===== config.mk =====
export PLATFORM = sky130hd
export DESIGN_NAME = mb_slave_end_flat
export DESIGN_NICKNAME = d
export VERILOG_FILES = /design/src/mb_pkg.sv /design/src/mb_link_if.sv /design/src/mb_slave_end.sv /design/src/flat_wrapper.sv
export SDC_FILE = /design/constraint.sdc
export NUM_CORES = 1
export LEC_CHECK = 0
export BUFFER_PORTS_ARGS = -buffer_cell sky130_fd_sc_hd__buf_2
export CAP_MARGIN = 0
export CORE_UTILIZATION = 45
export CTS_BUF_LIST = sky130_fd_sc_hd__clkbuf_4 sky130_fd_sc_hd__clkbuf_8 sky130_fd_sc_hd__clkbuf_16
export CTS_CLUSTER_SIZE = 12
export DETAILED_ROUTE_END_ITERATION = 8
export PLACE_DENSITY = 0.62
export SKIP_CTS_REPAIR_TIMING = 1
export SLEW_MARGIN = 5
export SYNTH_ARGS = -nofsm -noshare
export SYNTH_HDL_FRONTEND = slang
export SYNTH_SLANG_ARGS = --single-unit

===== constraint.sdc =====
create_clock -name mclk_in -period 14 [get_ports mclk_in]
set_input_delay 0.7 -clock mclk_in [delete_from_list [all_inputs] [get_ports mclk_in]]
set_output_delay 0.7 -clock mclk_in [all_outputs]
set_load 0.02 [all_outputs]

===== src/mb_pkg.sv =====
// Shared constants, byte checksum step and timing figures for both link ends.
package mb_pkg;
   // Clock and default serial timing.
   localparam int unsigned CLK_HZ = 100_000_000;
   localparam int unsigned BAUD_DEF = 19200;
   localparam int unsigned BIT_CYC_DEF = CLK_HZ / BAUD_DEF;
   localparam int unsigned CHAR_BITS = 10;
   localparam int unsigned GAP_CHARS = 7;
   localparam int unsigned GAP_BITS = GAP_CHARS * CHAR_BITS;
   // Reply timeout seen by the requesting end.
   localparam int unsigned TIMEOUT_MS = 1000;
   localparam int unsigned TIMEOUT_CYC = (CLK_HZ / 1000) * TIMEOUT_MS;
   // Frame layout.
   localparam logic [7:0] FN_READ_HOLD = 8'h03;
   localparam logic [3:0] REQ_LEN = 4'h8;
   localparam logic [3:0] RSP_HDR = 4'h3;
   localparam logic [3:0] RSP_MAX = 4'hd;
   localparam logic [15:0] CRC_INIT = 16'hffff;
   localparam logic [15:0] CRC_POLY = 16'ha001;
   // Measurement register map, one 16-bit word per register.
   localparam logic [15:0] REG_FLOW = 16'h0006;
   localparam logic [15:0] REG_CONS = 16'h0008;
   localparam logic [16:0] REG_END = 17'h0000a;
   localparam logic [7:0] DECIMAL_TEN = 8'h0a;

   // One byte of the reflected 16-bit frame checksum.
   function automatic logic [15:0] crc_step(input logic [15:0] c, input logic [7:0] b);
      logic [15:0] r;
      r = c ^ {8'h00, b};
      for (int i = 0; i < 8; i++) begin
         r = r[0] ? ((r >> 1) ^ CRC_POLY) : (r >> 1);
      end
      return r;
   endfunction
endpackage


===== src/mb_link_if.sv =====
// Serial link between the requesting end and the measurement responder.
`timescale 1ns/1ps
interface mb_link_if;
   logic req_line;
   logic rsp_line;
   modport master (output req_line, input rsp_line);
   modport slave (input req_line, output rsp_line);
endinterface


===== src/mb_slave_end.sv =====
// Measurement responder: serial read-holding-register slave with word-swapped values.
// Summary of operation
// - Default link 19200 baud, 8N1 framing
// - Node address defaults to serial's last two digits
// - Requests and replies use read holding registers function
// - Send 32-bit values as byte 1,0,3,2
// - Big-endian master reorders received bytes to 3,2,1,0
// - Little-endian master reorders received bytes to 0,1,2,3
// - Flow float at six, consumption count at eight
// - Serve one request at a time, no concurrency
// - Bit rate and address reconfigurable at run time
`timescale 1ns/1ps
module mb_slave_end
   import mb_pkg::*;
#(
   parameter int unsigned BIT_CYCLES = BIT_CYC_DEF
) (
   // Clock, reset and enable.
   input wire logic mclk_in,
   input wire logic sys_rst_in,
   input wire logic ce_in,
   // Serial link.
   mb_link_if.slave link,
   // Measurement values from the sensor core.
   input wire logic [31:0] flow_in,
   input wire logic [31:0] cons_in,
   // Serial number digits, sampled while reset is high.
   input wire logic [3:0] serial_tens_in,
   input wire logic [3:0] serial_ones_in,
   // Run-time configuration port.
   input wire logic cfg_addr_we_in,
   input wire logic [7:0] cfg_addr_in,
   input wire logic cfg_bit_we_in,
   input wire logic [15:0] cfg_bit_cycles_in,
   // Status.
   output logic [7:0] node_addr_out,
   output logic [15:0] bit_cycles_out,
   output logic busy_out,
   output logic served_out,
   output logic dropped_out
);

   typedef enum logic [1:0] {
      ST_RX = 2'b00,
      ST_TX = 2'b01
   } slave_state_t;

   slave_state_t st_q;
   logic [7:0] node_q;
   logic [15:0] bit_q;
   logic rx_act_q;
   logic [15:0] rx_tmr_q;
   logic [3:0] rx_idx_q;
   logic [7:0] rx_sh_q;
   logic rx_stb_q;
   logic [23:0] gap_q;
   logic [3:0] nb_q;
   logic ovf_q;
   logic [15:0] crc_q;
   logic [7:0] buf_q [0:7];
   logic [1:0] base_q;
   logic [2:0] cnt_q;
   logic [31:0] flow_q;
   logic [31:0] cons_q;
   logic [3:0] ti_q;
   logic [15:0] tx_crc_q;
   logic tx_q;
   logic [8:0] tx_sh_q;
   logic [15:0] tx_tmr_q;
   logic [3:0] tx_left_q;
   logic [23:0] gap_lim;
   logic eof;
   logic [15:0] r_start;
   logic [15:0] r_cnt;
   logic [16:0] r_top;
   logic frame_ok;
   logic [3:0] tot;
   logic [7:0] nxt_byte;
   logic [3:0] widx;
   logic [1:0] wsel;
   logic [15:0] word;

   assign link.rsp_line = tx_q;
   assign node_addr_out = node_q;
   assign bit_cycles_out = bit_q;
   assign busy_out = st_q[0];

   // Configuration. The strap digits are caught by a clocked reset, not an async one.
   always_ff @(posedge mclk_in) begin
      if (sys_rst_in) begin
         node_q <= 8'(serial_tens_in) * DECIMAL_TEN + 8'(serial_ones_in);
         bit_q <= 16'(BIT_CYCLES);
      end else if (ce_in) begin
         if (cfg_addr_we_in) begin
            node_q <= cfg_addr_in;
         end
         // A bit-rate change mid-frame garbles that frame only.
         if (cfg_bit_we_in) begin
            bit_q <= cfg_bit_cycles_in;
         end
      end
   end

   // Receiver: 8N1 characters sampled at mid bit; ignored while replying.
   always_ff @(posedge mclk_in) begin
      if (sys_rst_in) begin
         rx_act_q <= 1'b0;
         rx_tmr_q <= 16'h0000;
         rx_idx_q <= 4'h0;
         rx_sh_q <= 8'h00;
         rx_stb_q <= 1'b0;
      end else if (ce_in) begin
         rx_stb_q <= 1'b0;
         if (!rx_act_q) begin
            if (!link.req_line && st_q == ST_RX) begin
               rx_act_q <= 1'b1;
               rx_tmr_q <= bit_q >> 1;
               rx_idx_q <= 4'h0;
            end
         end else if (rx_tmr_q != 16'h0000) begin
            rx_tmr_q <= rx_tmr_q - 16'h0001;
         end else begin
            rx_tmr_q <= bit_q - 16'h0001;
            rx_idx_q <= rx_idx_q + 4'h1;
            if (rx_idx_q == 4'h0 && link.req_line) begin
               rx_act_q <= 1'b0; // False start bit.
            end else if (rx_idx_q == 4'h9) begin
               rx_act_q <= 1'b0;
               rx_stb_q <= link.req_line; // Framing error drops the byte.
            end else if (rx_idx_q != 4'h0) begin
               rx_sh_q <= {link.req_line, rx_sh_q[7:1]};
            end
         end
      end
   end

   // Silence of seven characters closes the request frame.
   assign gap_lim = 24'(bit_q) * 24'(GAP_BITS);
   assign eof = (gap_q == gap_lim) && (nb_q != 4'h0 || ovf_q);

   // Frame collection with running checksum; the checksum bytes bring it to zero.
   always_ff @(posedge mclk_in) begin
      if (sys_rst_in) begin
         gap_q <= 24'h000000;
         nb_q <= 4'h0;
         ovf_q <= 1'b0;
         crc_q <= CRC_INIT;
      end else if (ce_in) begin
         if (eof) begin
            nb_q <= 4'h0;
            ovf_q <= 1'b0;
            crc_q <= CRC_INIT;
         end else if (rx_stb_q) begin
            if (nb_q < REQ_LEN) begin
               buf_q[nb_q[2:0]] <= rx_sh_q;
               nb_q <= nb_q + 4'h1;
            end else begin
               ovf_q <= 1'b1;
            end
            crc_q <= crc_step(crc_q, rx_sh_q);
         end
         if (rx_act_q || rx_stb_q || !link.req_line) begin
            gap_q <= 24'h000000;
         end else if (gap_q != gap_lim) begin
            gap_q <= gap_q + 24'h000001;
         end
      end
   end

   // Request check: length, checksum, own address, function, register span.
   assign r_start = {buf_q[2], buf_q[3]};
   assign r_cnt = {buf_q[4], buf_q[5]};
   assign r_top = {1'b0, r_start} + {1'b0, r_cnt};
   assign frame_ok = (nb_q == REQ_LEN) && !ovf_q && (crc_q == 16'h0000)
      && (buf_q[0] == node_q)
      && (buf_q[1] == FN_READ_HOLD)
      && (r_cnt != 16'h0000) && (r_start >= REG_FLOW) && (r_top <= REG_END);

   // Reply byte selection: header, data words, checksum low then high.
   assign tot = RSP_HDR + 4'({cnt_q, 1'b0}) + 4'h2;
   assign widx = ti_q - RSP_HDR;
   assign wsel = base_q + widx[2:1];
   always_comb begin
      case (wsel)
         2'b00: word = flow_q[15:0]; // Low word goes first.
         2'b01: word = flow_q[31:16];
         2'b10: word = cons_q[15:0];
         default: word = cons_q[31:16];
      endcase
      if (ti_q == 4'h0) begin
         nxt_byte = node_q;
      end else if (ti_q == 4'h1) begin
         nxt_byte = FN_READ_HOLD;
      end else if (ti_q == 4'h2) begin
         nxt_byte = {4'h0, cnt_q, 1'b0};
      end else if (ti_q < tot - 4'h2) begin
         nxt_byte = widx[0] ? word[7:0] : word[15:8];
      end else if (ti_q == tot - 4'h2) begin
         nxt_byte = tx_crc_q[7:0];
      end else begin
         nxt_byte = tx_crc_q[15:8];
      end
   end

   // Reply engine; starts on the frame end itself, so no added delay.
   always_ff @(posedge mclk_in) begin
      if (sys_rst_in) begin
         st_q <= ST_RX;
         base_q <= 2'b00;
         cnt_q <= 3'h0;
         flow_q <= 32'h00000000;
         cons_q <= 32'h00000000;
         ti_q <= 4'h0;
         tx_crc_q <= CRC_INIT;
         tx_q <= 1'b1;
         tx_sh_q <= 9'h1ff;
         tx_tmr_q <= 16'h0000;
         tx_left_q <= 4'h0;
         served_out <= 1'b0;
         dropped_out <= 1'b0;
      end else if (ce_in) begin
         served_out <= 1'b0;
         dropped_out <= 1'b0;
         case (st_q)
            ST_RX: begin
               if (eof && frame_ok) begin
                  st_q <= ST_TX;
                  base_q <= 2'(r_start - REG_FLOW);
                  cnt_q <= 3'(r_cnt);
                  // Snapshot keeps both halves of a value coherent.
                  flow_q <= flow_in;
                  cons_q <= cons_in;
                  ti_q <= 4'h0;
                  tx_crc_q <= CRC_INIT;
               end else if (eof) begin
                  dropped_out <= 1'b1;
               end
            end
            ST_TX: begin
               if (tx_left_q == 4'h0) begin
                  if (ti_q == tot) begin
                     st_q <= ST_RX;
                     served_out <= 1'b1;
                  end else begin
                     tx_q <= 1'b0;
                     tx_sh_q <= {1'b1, nxt_byte};
                     tx_left_q <= 4'(CHAR_BITS);
                     tx_tmr_q <= bit_q - 16'h0001;
                     ti_q <= ti_q + 4'h1;
                     if (ti_q < tot - 4'h2) begin
                        tx_crc_q <= crc_step(tx_crc_q, nxt_byte);
                     end
                  end
               end else if (tx_tmr_q != 16'h0000) begin
                  tx_tmr_q <= tx_tmr_q - 16'h0001;
               end else begin
                  tx_tmr_q <= bit_q - 16'h0001;
                  tx_left_q <= tx_left_q - 4'h1;
                  tx_q <= tx_sh_q[0];
                  tx_sh_q <= {1'b1, tx_sh_q[8:1]};
               end
            end
            default: st_q <= ST_RX;
         endcase
      end
   end

endmodule // mb_slave_end


===== src/flat_wrapper.sv =====
// flat-port wrapper written by rule: the top's interface ports become plain ports
module mb_slave_end_flat import mb_pkg::*;
#(
   parameter int unsigned BIT_CYCLES = BIT_CYC_DEF
)
  (mclk_in, sys_rst_in, ce_in, flow_in, cons_in, serial_tens_in, serial_ones_in, cfg_addr_we_in, cfg_addr_in, cfg_bit_we_in, cfg_bit_cycles_in, node_addr_out, bit_cycles_out, busy_out, served_out, dropped_out, link_req_line, link_rsp_line);
  mb_link_if link_i ();
  input wire logic mclk_in;
  input wire logic sys_rst_in;
  input wire logic ce_in;
  input wire logic [31:0] flow_in;
  input wire logic [31:0] cons_in;
  input wire logic [3:0] serial_tens_in;
  input wire logic [3:0] serial_ones_in;
  input wire logic cfg_addr_we_in;
  input wire logic [7:0] cfg_addr_in;
  input wire logic cfg_bit_we_in;
  input wire logic [15:0] cfg_bit_cycles_in;
  output logic [7:0] node_addr_out;
  output logic [15:0] bit_cycles_out;
  output logic busy_out;
  output logic served_out;
  output logic dropped_out;
  input wire logic [$bits(link_i.req_line)-1:0] link_req_line;
  output wire logic [$bits(link_i.rsp_line)-1:0] link_rsp_line;
  assign link_i.req_line = link_req_line;
  assign link_rsp_line = link_i.rsp_line;
  mb_slave_end #(.BIT_CYCLES(BIT_CYCLES)) u_core (.mclk_in(mclk_in), .sys_rst_in(sys_rst_in), .ce_in(ce_in), .link(link_i), .flow_in(flow_in), .cons_in(cons_in), .serial_tens_in(serial_tens_in), .serial_ones_in(serial_ones_in), .cfg_addr_we_in(cfg_addr_we_in), .cfg_addr_in(cfg_addr_in), .cfg_bit_we_in(cfg_bit_we_in), .cfg_bit_cycles_in(cfg_bit_cycles_in), .node_addr_out(node_addr_out), .bit_cycles_out(bit_cycles_out), .busy_out(busy_out), .served_out(served_out), .dropped_out(dropped_out));
endmodule

### Word level (Yosys, flattened, before mapping)

Memory sizes are Yosys's and may differ from the RTL's.
Cells that the tools add are included.

* $add $sub $neg: 16
* div/mod/pow operators: 0
* shift-type cells: 0
* muxes and demuxes: 88
* reduce and logical (&&, ||, !) cells: 49
* eq/ne operators: 22
* order comparisons: 4
* bitwise operators: 21
* multipliers: 2

Operators by type and width (count)
* 16-bit two-way mux: 28
* 8-bit two-way mux: 9
* 24-bit two-way mux: 2
* 4-bit two-way mux: 12
* 2-bit inverter with 3-bit output: 16
* 16-bit one-hot mux with 3 select lines: 1
* 16-bit nonzero test: 3
* 16-bit by 1-bit subtractor with 16-bit output (second input constant): 3
* 16-bit one-hot mux with 2 select lines: 1
* 16-bit by 8-bit bitwise XOR with 16-bit output: 2
* 1-bit two-way mux: 27
* 9-bit two-way mux: 3
* 24-bit by 1-bit adder with 24-bit output (second input constant): 1
* 24-bit by 23-bit == test with 1-bit output: 1
* 24-bit by 23-bit != test with 1-bit output: 1
* 16-bit by 6-bit multiplier with 22-bit output (second input constant): 1
* 16-bit by 16-bit adder with 17-bit output: 1
* 17-bit by 4-bit less-or-equal comparator with 1-bit output (second input constant): 1
* 16-bit by 3-bit greater-or-equal comparator with 1-bit output (second input constant): 1
* 16-bit zero test: 1
* 3-bit AND reduction: 5
* 2-bit nonzero test: 7
* 4-bit by 1-bit adder with 4-bit output (second input constant): 3
* 4-bit zero test: 3
* 34 further kinds: 69

* input bits: 102
* bits in registers: 222
* RAM bits: 64
* bits in latches: 0
* bits in read-only memories: 0
* memories: 1

Memory list
* u_core.buf_q: words 8, bits a word 8, rd ports 6, clocked after memory_dff 0, write ports 1, line mb_slave_end.sv:60 `logic [7:0] buf_q [0:7];`

### Longest topological paths before layout

* depth in word-level cells: 30
* gate-level depth with buffers: 21

### Least setup slack after synthesis

OpenSTA, ideal clock, no wires.

* path type: register to register
* from: register u_core.bit_q[9], in the netlist u_core.bit_cycles_out[9]
* to: memory u_core.buf_q[1][0] (enable)
* setup time: 383 ps
* cell stages (with the launch flop): 17
* arrival: 4382 ps
* period minus slack after synthesis: 4765 ps
* slack: 9235 ps
* required time: 13617 ps
* path through: dfxtp_1 > inv_1 > ha_1 > ha_1 > inv_1 > fa_1 > inv_1 > ha_1 > a2111oi_0 > a21boi_1 > o31ai_1 > xnor2_1 > and4b_1 > and4b_1 > nand4_1 > nand4_1 > nor3_1

* word-level cells in the longest chain between the ends: 7

Ends and longest elaborated chain
* start: declaration: line mb_slave_end.sv:50 `logic [15:0] bit_q;`
* start signal: assignment: line mb_slave_end.sv:92 `bit_q <= 16'(BIT_CYCLES);`
* start signal: assignment: line mb_slave_end.sv:99 `bit_q <= cfg_bit_cycles_in;`
* 16-bit by 6-bit multiplier with 22-bit output: line mb_slave_end.sv:138 `assign gap_lim = 24'(bit_q) * 24'(GAP_BITS);`
* 24-bit by 23-bit == test with 1-bit output: line mb_slave_end.sv:139 `assign eof = (gap_q == gap_lim) && (nb_q != 4'h0 || ovf_q);`
* 1-bit logical AND: line mb_slave_end.sv:139
* 1-bit two-way mux: line mb_slave_end.sv:149 `if (eof) begin`
* 1-bit two-way mux: line mb_slave_end.sv:148 `end else if (ce_in) begin`
* 1-bit two-way mux: line mb_slave_end.sv:143 `if (sys_rst_in) begin`
* 1-bit two-way mux (not written as such): line mb_slave_end.sv:155 `buf_q[nb_q[2:0]] <= rx_sh_q;`
* end: declaration: line mb_slave_end.sv:60

Every way passes these cells.

### Final worst setup path

* from: register u_core.bit_q[9], in the netlist u_core.bit_cycles_out[9]
* to: register u_core.tx_crc_q[4]

* word-level cells in the longest chain between the ends: 6

Ends and longest elaborated chain
* 16-bit by 6-bit multiplier with 22-bit output: line mb_slave_end.sv:138
* 24-bit by 23-bit == test with 1-bit output: line mb_slave_end.sv:139
* 1-bit logical AND: line mb_slave_end.sv:139
* 1-bit logical AND: line mb_slave_end.sv:226 `if (eof && frame_ok) begin`
* 2-bit != test (no line)
* 6-bit AND reduction (no line)
* end signal: assignment: line mb_slave_end.sv:251 `tx_crc_q <= crc_step(tx_crc_q, nxt_byte);`
* end: declaration: line mb_slave_end.sv:66 `logic [15:0] tx_crc_q;`

Every way passes these cells.
A chain may end at the register's enable or synchronous reset.

==> results.cfg <==
[outcome]
status = finished, final reports clean

[synth]
synth_fa_ha_area_frac = 0.103
ys_types = 79
synth_cells = 1736
syn_area_sq_um = 15900
synth_top_family_by_area = simple AND/OR/NAND/NOR gates
synth_top_area_cell = dfxtp_1
synth-xor-area-share = 0.0812
syn-num-nets = 1960
ys_async_sr_fraction = 0
synth_top_area_share = 0.268
muxShareOfSynthArea = 0.0798
synth_compound_area_frac = 0.147
synthFlopType = dfxtp_1
yosys_warnings = 0
syn_area_per_cell_sq_um = 9.14
synth-simple-area-share = 0.167
synth.area.top_cells = dfxtp_1, edfxtp_1, ha_1
ys_seq_area_frac = 0.374
synth_edf_count = 56
synth_seq_cells = 268

[power]
p_sw_frac = 0.274
power_mw = 1.91
pwr-share-comb = 0.165
intPower_mw = 1.39
power.share.clock = 0.409
power_density_nw_per_um2 = 107
net-switching-power_mw = 0.524
p_leak_nw = 7.80
peakVddDrop_uv = 124
seqPwrFrac = 0.426

[timing]
finalCritPeriodShare = 0.431
period_needed_ns = 6.03
relSlewSlack = 0.206
rsz0062_at_grt = no
max_freq_ghz = 0.166
drv_slew = 0
worst_pin_slew_ns = 1.18
setup_violations = 0
fin_setup_tns_ns = 0
finClkSkew_ns = 0.0173
hold_violations = 0

[global_routing]
gr-usage-met3 = 0.0225
met2_usage = 0.362
grt_use_total = 0.223
grt_max_degree = 108
antenna_found_initial = 1
grt_pass1_vias = 12300
grt_pass1_wl_mm = 65.2
overflow = 0
top_usage_layer = met2
grt_use_met1 = 0.321

[die]
fp.dieW_um = 190
rows = 68
die_h_um = 190
die-area_sq_um = 36000
core-area_sq_um = 34600
initial_utilization = 0.458
pin_count = 130

[detailed_routing]
first_iter_violations = 903
dr_total_vias = 13000
wl_per_cell_um = 17.5
antenna_left = 0
first_pass_iters = 5
via_per_inst = 5.59
drc = 0
drt-total-wl_mm = 40.6

[clock_network]
path_clk_slew_ns = 0.06
cts_sinks = 268
cts_tree = built
h-tree-depth = 1
clock_latency_ns = 0.56
numCtsBuffers = 31
clock_path_buffers = 3
cts_root_buf = clkbuf_16

[critical_path]
worst-setup-path-type = reg -> reg
crit_required_ns = 14.44
worst_setup_path_end_kind = register
critical_path_arrival_ns = 6.47
crit_path_max_fanout = 65
r2r-start = u_core.bit_cycles_out[9]$_SDFFE_PP0P_
crit_slowest_cell = buf_4
start_kind = register
cpPeakStageDelay_ns = 0.89
worstPathCellList = inv_1 > ha_1 > ha_1 > inv_1 > fa_1 > inv_1 > ha_1 > a2111oi_0 > a21boi_1 > o21ai_0 > a211oi_1 > a21oi_1 > and4_1 > nand4_1 > buf_4 > nand2_4 > o22a_1
r2r_cells = 17
r2r-end = u_core.tx_crc_q[4]$_SDFFE_PP1P_
r2r_setup_slack_ns = 7.97

[hold_path]
hold_depth = 3
hp-class = in -> reg
whs_endpoint = u_core.bit_cycles_out[10]$_SDFFE_PP1P_
hp-start = cfg_bit_cycles_in[10]

[layout]
fin_nets = 2062
syn_to_final_growth_pct = 12.3
fin_util = 0.514
fill_cells = 3230
antenna_cells = 0
drive_gt1_frac = 0.126

[place]
gp_congestion = 0.884
portBuffers = 129
dpl.hpwl_mm = 29.7

[flow_run]
maxCapViolations = 0
[placed cells by master, fill, tap and decap left out, drive strengths merged, types with 9 or more instances in the layout]
| master | netlist | final |
|---|---|---|
| a21o | 20 | 20 |
| and4 | 11 | 11 |
| edfxtp | 56 | 56 |
| a22oi | 17 | 17 |
| mux4 | 10 | 10 |
| nor2 | 209 | 209 |
| a211oi | 17 | 17 |
| nand4 | 19 | 19 |
| o21ai | 86 | 86 |
| nor3 | 41 | 41 |
| and3 | 22 | 22 |
| xor2 | 53 | 53 |
| nor4 | 23 | 23 |
| fa | 15 | 15 |
| buf | 22 | 140 |
| o21a | 11 | 11 |
| a221o | 12 | 12 |
| nand2b | 14 | 14 |
| clkinv | 0 | 10 |
| a31oi | 9 | 9 |
| a2bb2oi | 9 | 9 |
| xnor2 | 81 | 81 |
| nand3 | 36 | 36 |
| clkbuf | 49 | 41 |
| ha | 107 | 107 |
| dfxtp | 212 | 212 |
| and2 | 9 | 9 |
| or3 | 9 | 9 |
| mux2i | 95 | 95 |
| nand2 | 131 | 131 |
| a21oi | 93 | 93 |
| inv | 112 | 116 |
[per-layer routing]
metal | wire length (um) | vias up
li1 | - | 6369
met1 | 19600 | 6227
met2 | 18700 | 317
met3 | 1660 | 42
met4 | 688 | 0
met5 | 0 | -
[power by group through the flow]
stage / Combinational [mW] / Clock [mW] / Sequential [mW]
6_report: 0.316 / 0.782 / 0.815
5_1_grt: 0.352 / 0.828 / 0.817
4_1_cts: 0.314 / 0.800 / 0.815
3_5_place_dp: 0.312 / 0 / 0.832
3_3_place_gp: 0.311 / 0 / 0.832
2_1_floorplan: 0.229 / 0 / 0.831
[final cells by class]
| cell class | count | area [sq um] | share of cell area |
|---|---|---|---|
| Clock buffer | 41 | 876 | 0.0492 |
| Clock inverter | 16 | 119 | 0.00667 |
| Inverter | 112 | 420 | 0.0236 |
| Multi-Input combinational cell | 1285 | 9170 | 0.515 |
| Sequential cell | 268 | 5930 | 0.333 |
| Tap cell | 455 | 569 | 0.0320 |
| Timing Repair Buffer | 140 | 734 | 0.0412 |
[flip-flops by register name, indices dropped and copies added (netlist names), 2 cells and up]
| name | flops |
|---|---|
| u_core.flow_q | 32 |
| u_core.tx_tmr_q | 16 |
| u_core.cnt_q | 3 |
| u_core.tx_sh_q | 8 |
| u_core.gap_q | 24 |
| u_core.rx_sh_q | 8 |
| u_core.rx_idx_q | 4 |
| u_core.nb_q | 4 |
| u_core.base_q | 2 |
| u_core.crc_q | 16 |
| u_core.node_addr_out | 8 |
| u_core.bit_cycles_out | 16 |
| u_core.ti_q | 4 |
| u_core.tx_crc_q | 16 |
| u_core.rx_tmr_q | 16 |
| u_core.tx_left_q | 4 |
| u_core.cons_q | 32 |
| u_core.buf_q | 48 |
[cell families (layout without fill, tap and decap cells)]
family,Yosys count,count (layout)
mux,113,113
simple gates,561,561
flops,268,268
compound gates,352,352
buf+inv,183,309
fa+ha+maj,122,122
xor+xnor,137,137
[critical path: cells and delay by family, from the launching register on]
kind            cells  cell delay [ns]
fa+ha+maj           4             1.47
compound gates      6             1.79
flops               1             0.52
buf+inv             4             1.14
simple gates        3             0.96
[metrics by stage]
stage          instances  worst slack, ns  hold slack, ns  instance area (sq um)
5_1_grt             2317             7.48           0.339                  17800
3_5_place_dp        2260             7.98           0.449                  16800
6_report            2317             7.97           0.347                  17800
3_3_place_gp        2260             8.00           0.441                  16800
4_1_cts             2317             7.96           0.322                  17800
2_1_floorplan       1736             9.23           0.433                  15900
[cell usage after synthesis, types with 8 or more instances]
cell type  count
xnor2_1       79
and4_1        11
xor2_1        49
clkbuf_1      49
nand3b_1       8
nor3_1        41
mux2_2         8
a2bb2oi_1      9
a221o_1       12
a22oi_1       17
o21a_1        11
or3_1          9
nor4_1        23
mux4_2        10
ha_1         107
inv_1        110
mux2i_1       95
a21oi_1       93
nor2_1       209
buf_6          9
fa_1          15
nand2_1      130
o21ai_0       75
a21o_1        20
nand2b_1      14
and2_1         9
a31oi_1        9
o21ai_1       11
nand4_1       19
nand3_1       36
a211oi_1      16
dfxtp_1      212
and3_1        21
edfxtp_1      56
[worst max-delay path by stage]
stage / start / cells past startpoint / slack [ns] / endpoint
2_1_floorplan: u_core.bit_cycles_out[9]$_SDFFE_PP0P_ / 16 / 9.23 / u_core.buf_q[1][0]$_DFFE_PP_
3_3_place_gp: u_core.bit_cycles_out[8]$_SDFFE_PP0P_ / 18 / 8.00 / u_core.tx_crc_q[4]$_SDFFE_PP1P_
3_5_place_dp: u_core.bit_cycles_out[9]$_SDFFE_PP0P_ / 18 / 7.98 / u_core.tx_crc_q[13]$_SDFFE_PP1P_
4_1_cts: u_core.bit_cycles_out[8]$_SDFFE_PP0P_ / 18 / 7.96 / u_core.tx_crc_q[4]$_SDFFE_PP1P_
5_1_grt: u_core.bit_cycles_out[8]$_SDFFE_PP0P_ / 18 / 7.48 / u_core.tx_crc_q[4]$_SDFFE_PP1P_
6_report: u_core.bit_cycles_out[9]$_SDFFE_PP0P_ / 17 / 7.97 / u_core.tx_crc_q[4]$_SDFFE_PP1P_
Note: power is estimated with default switching activity, not from simulation.
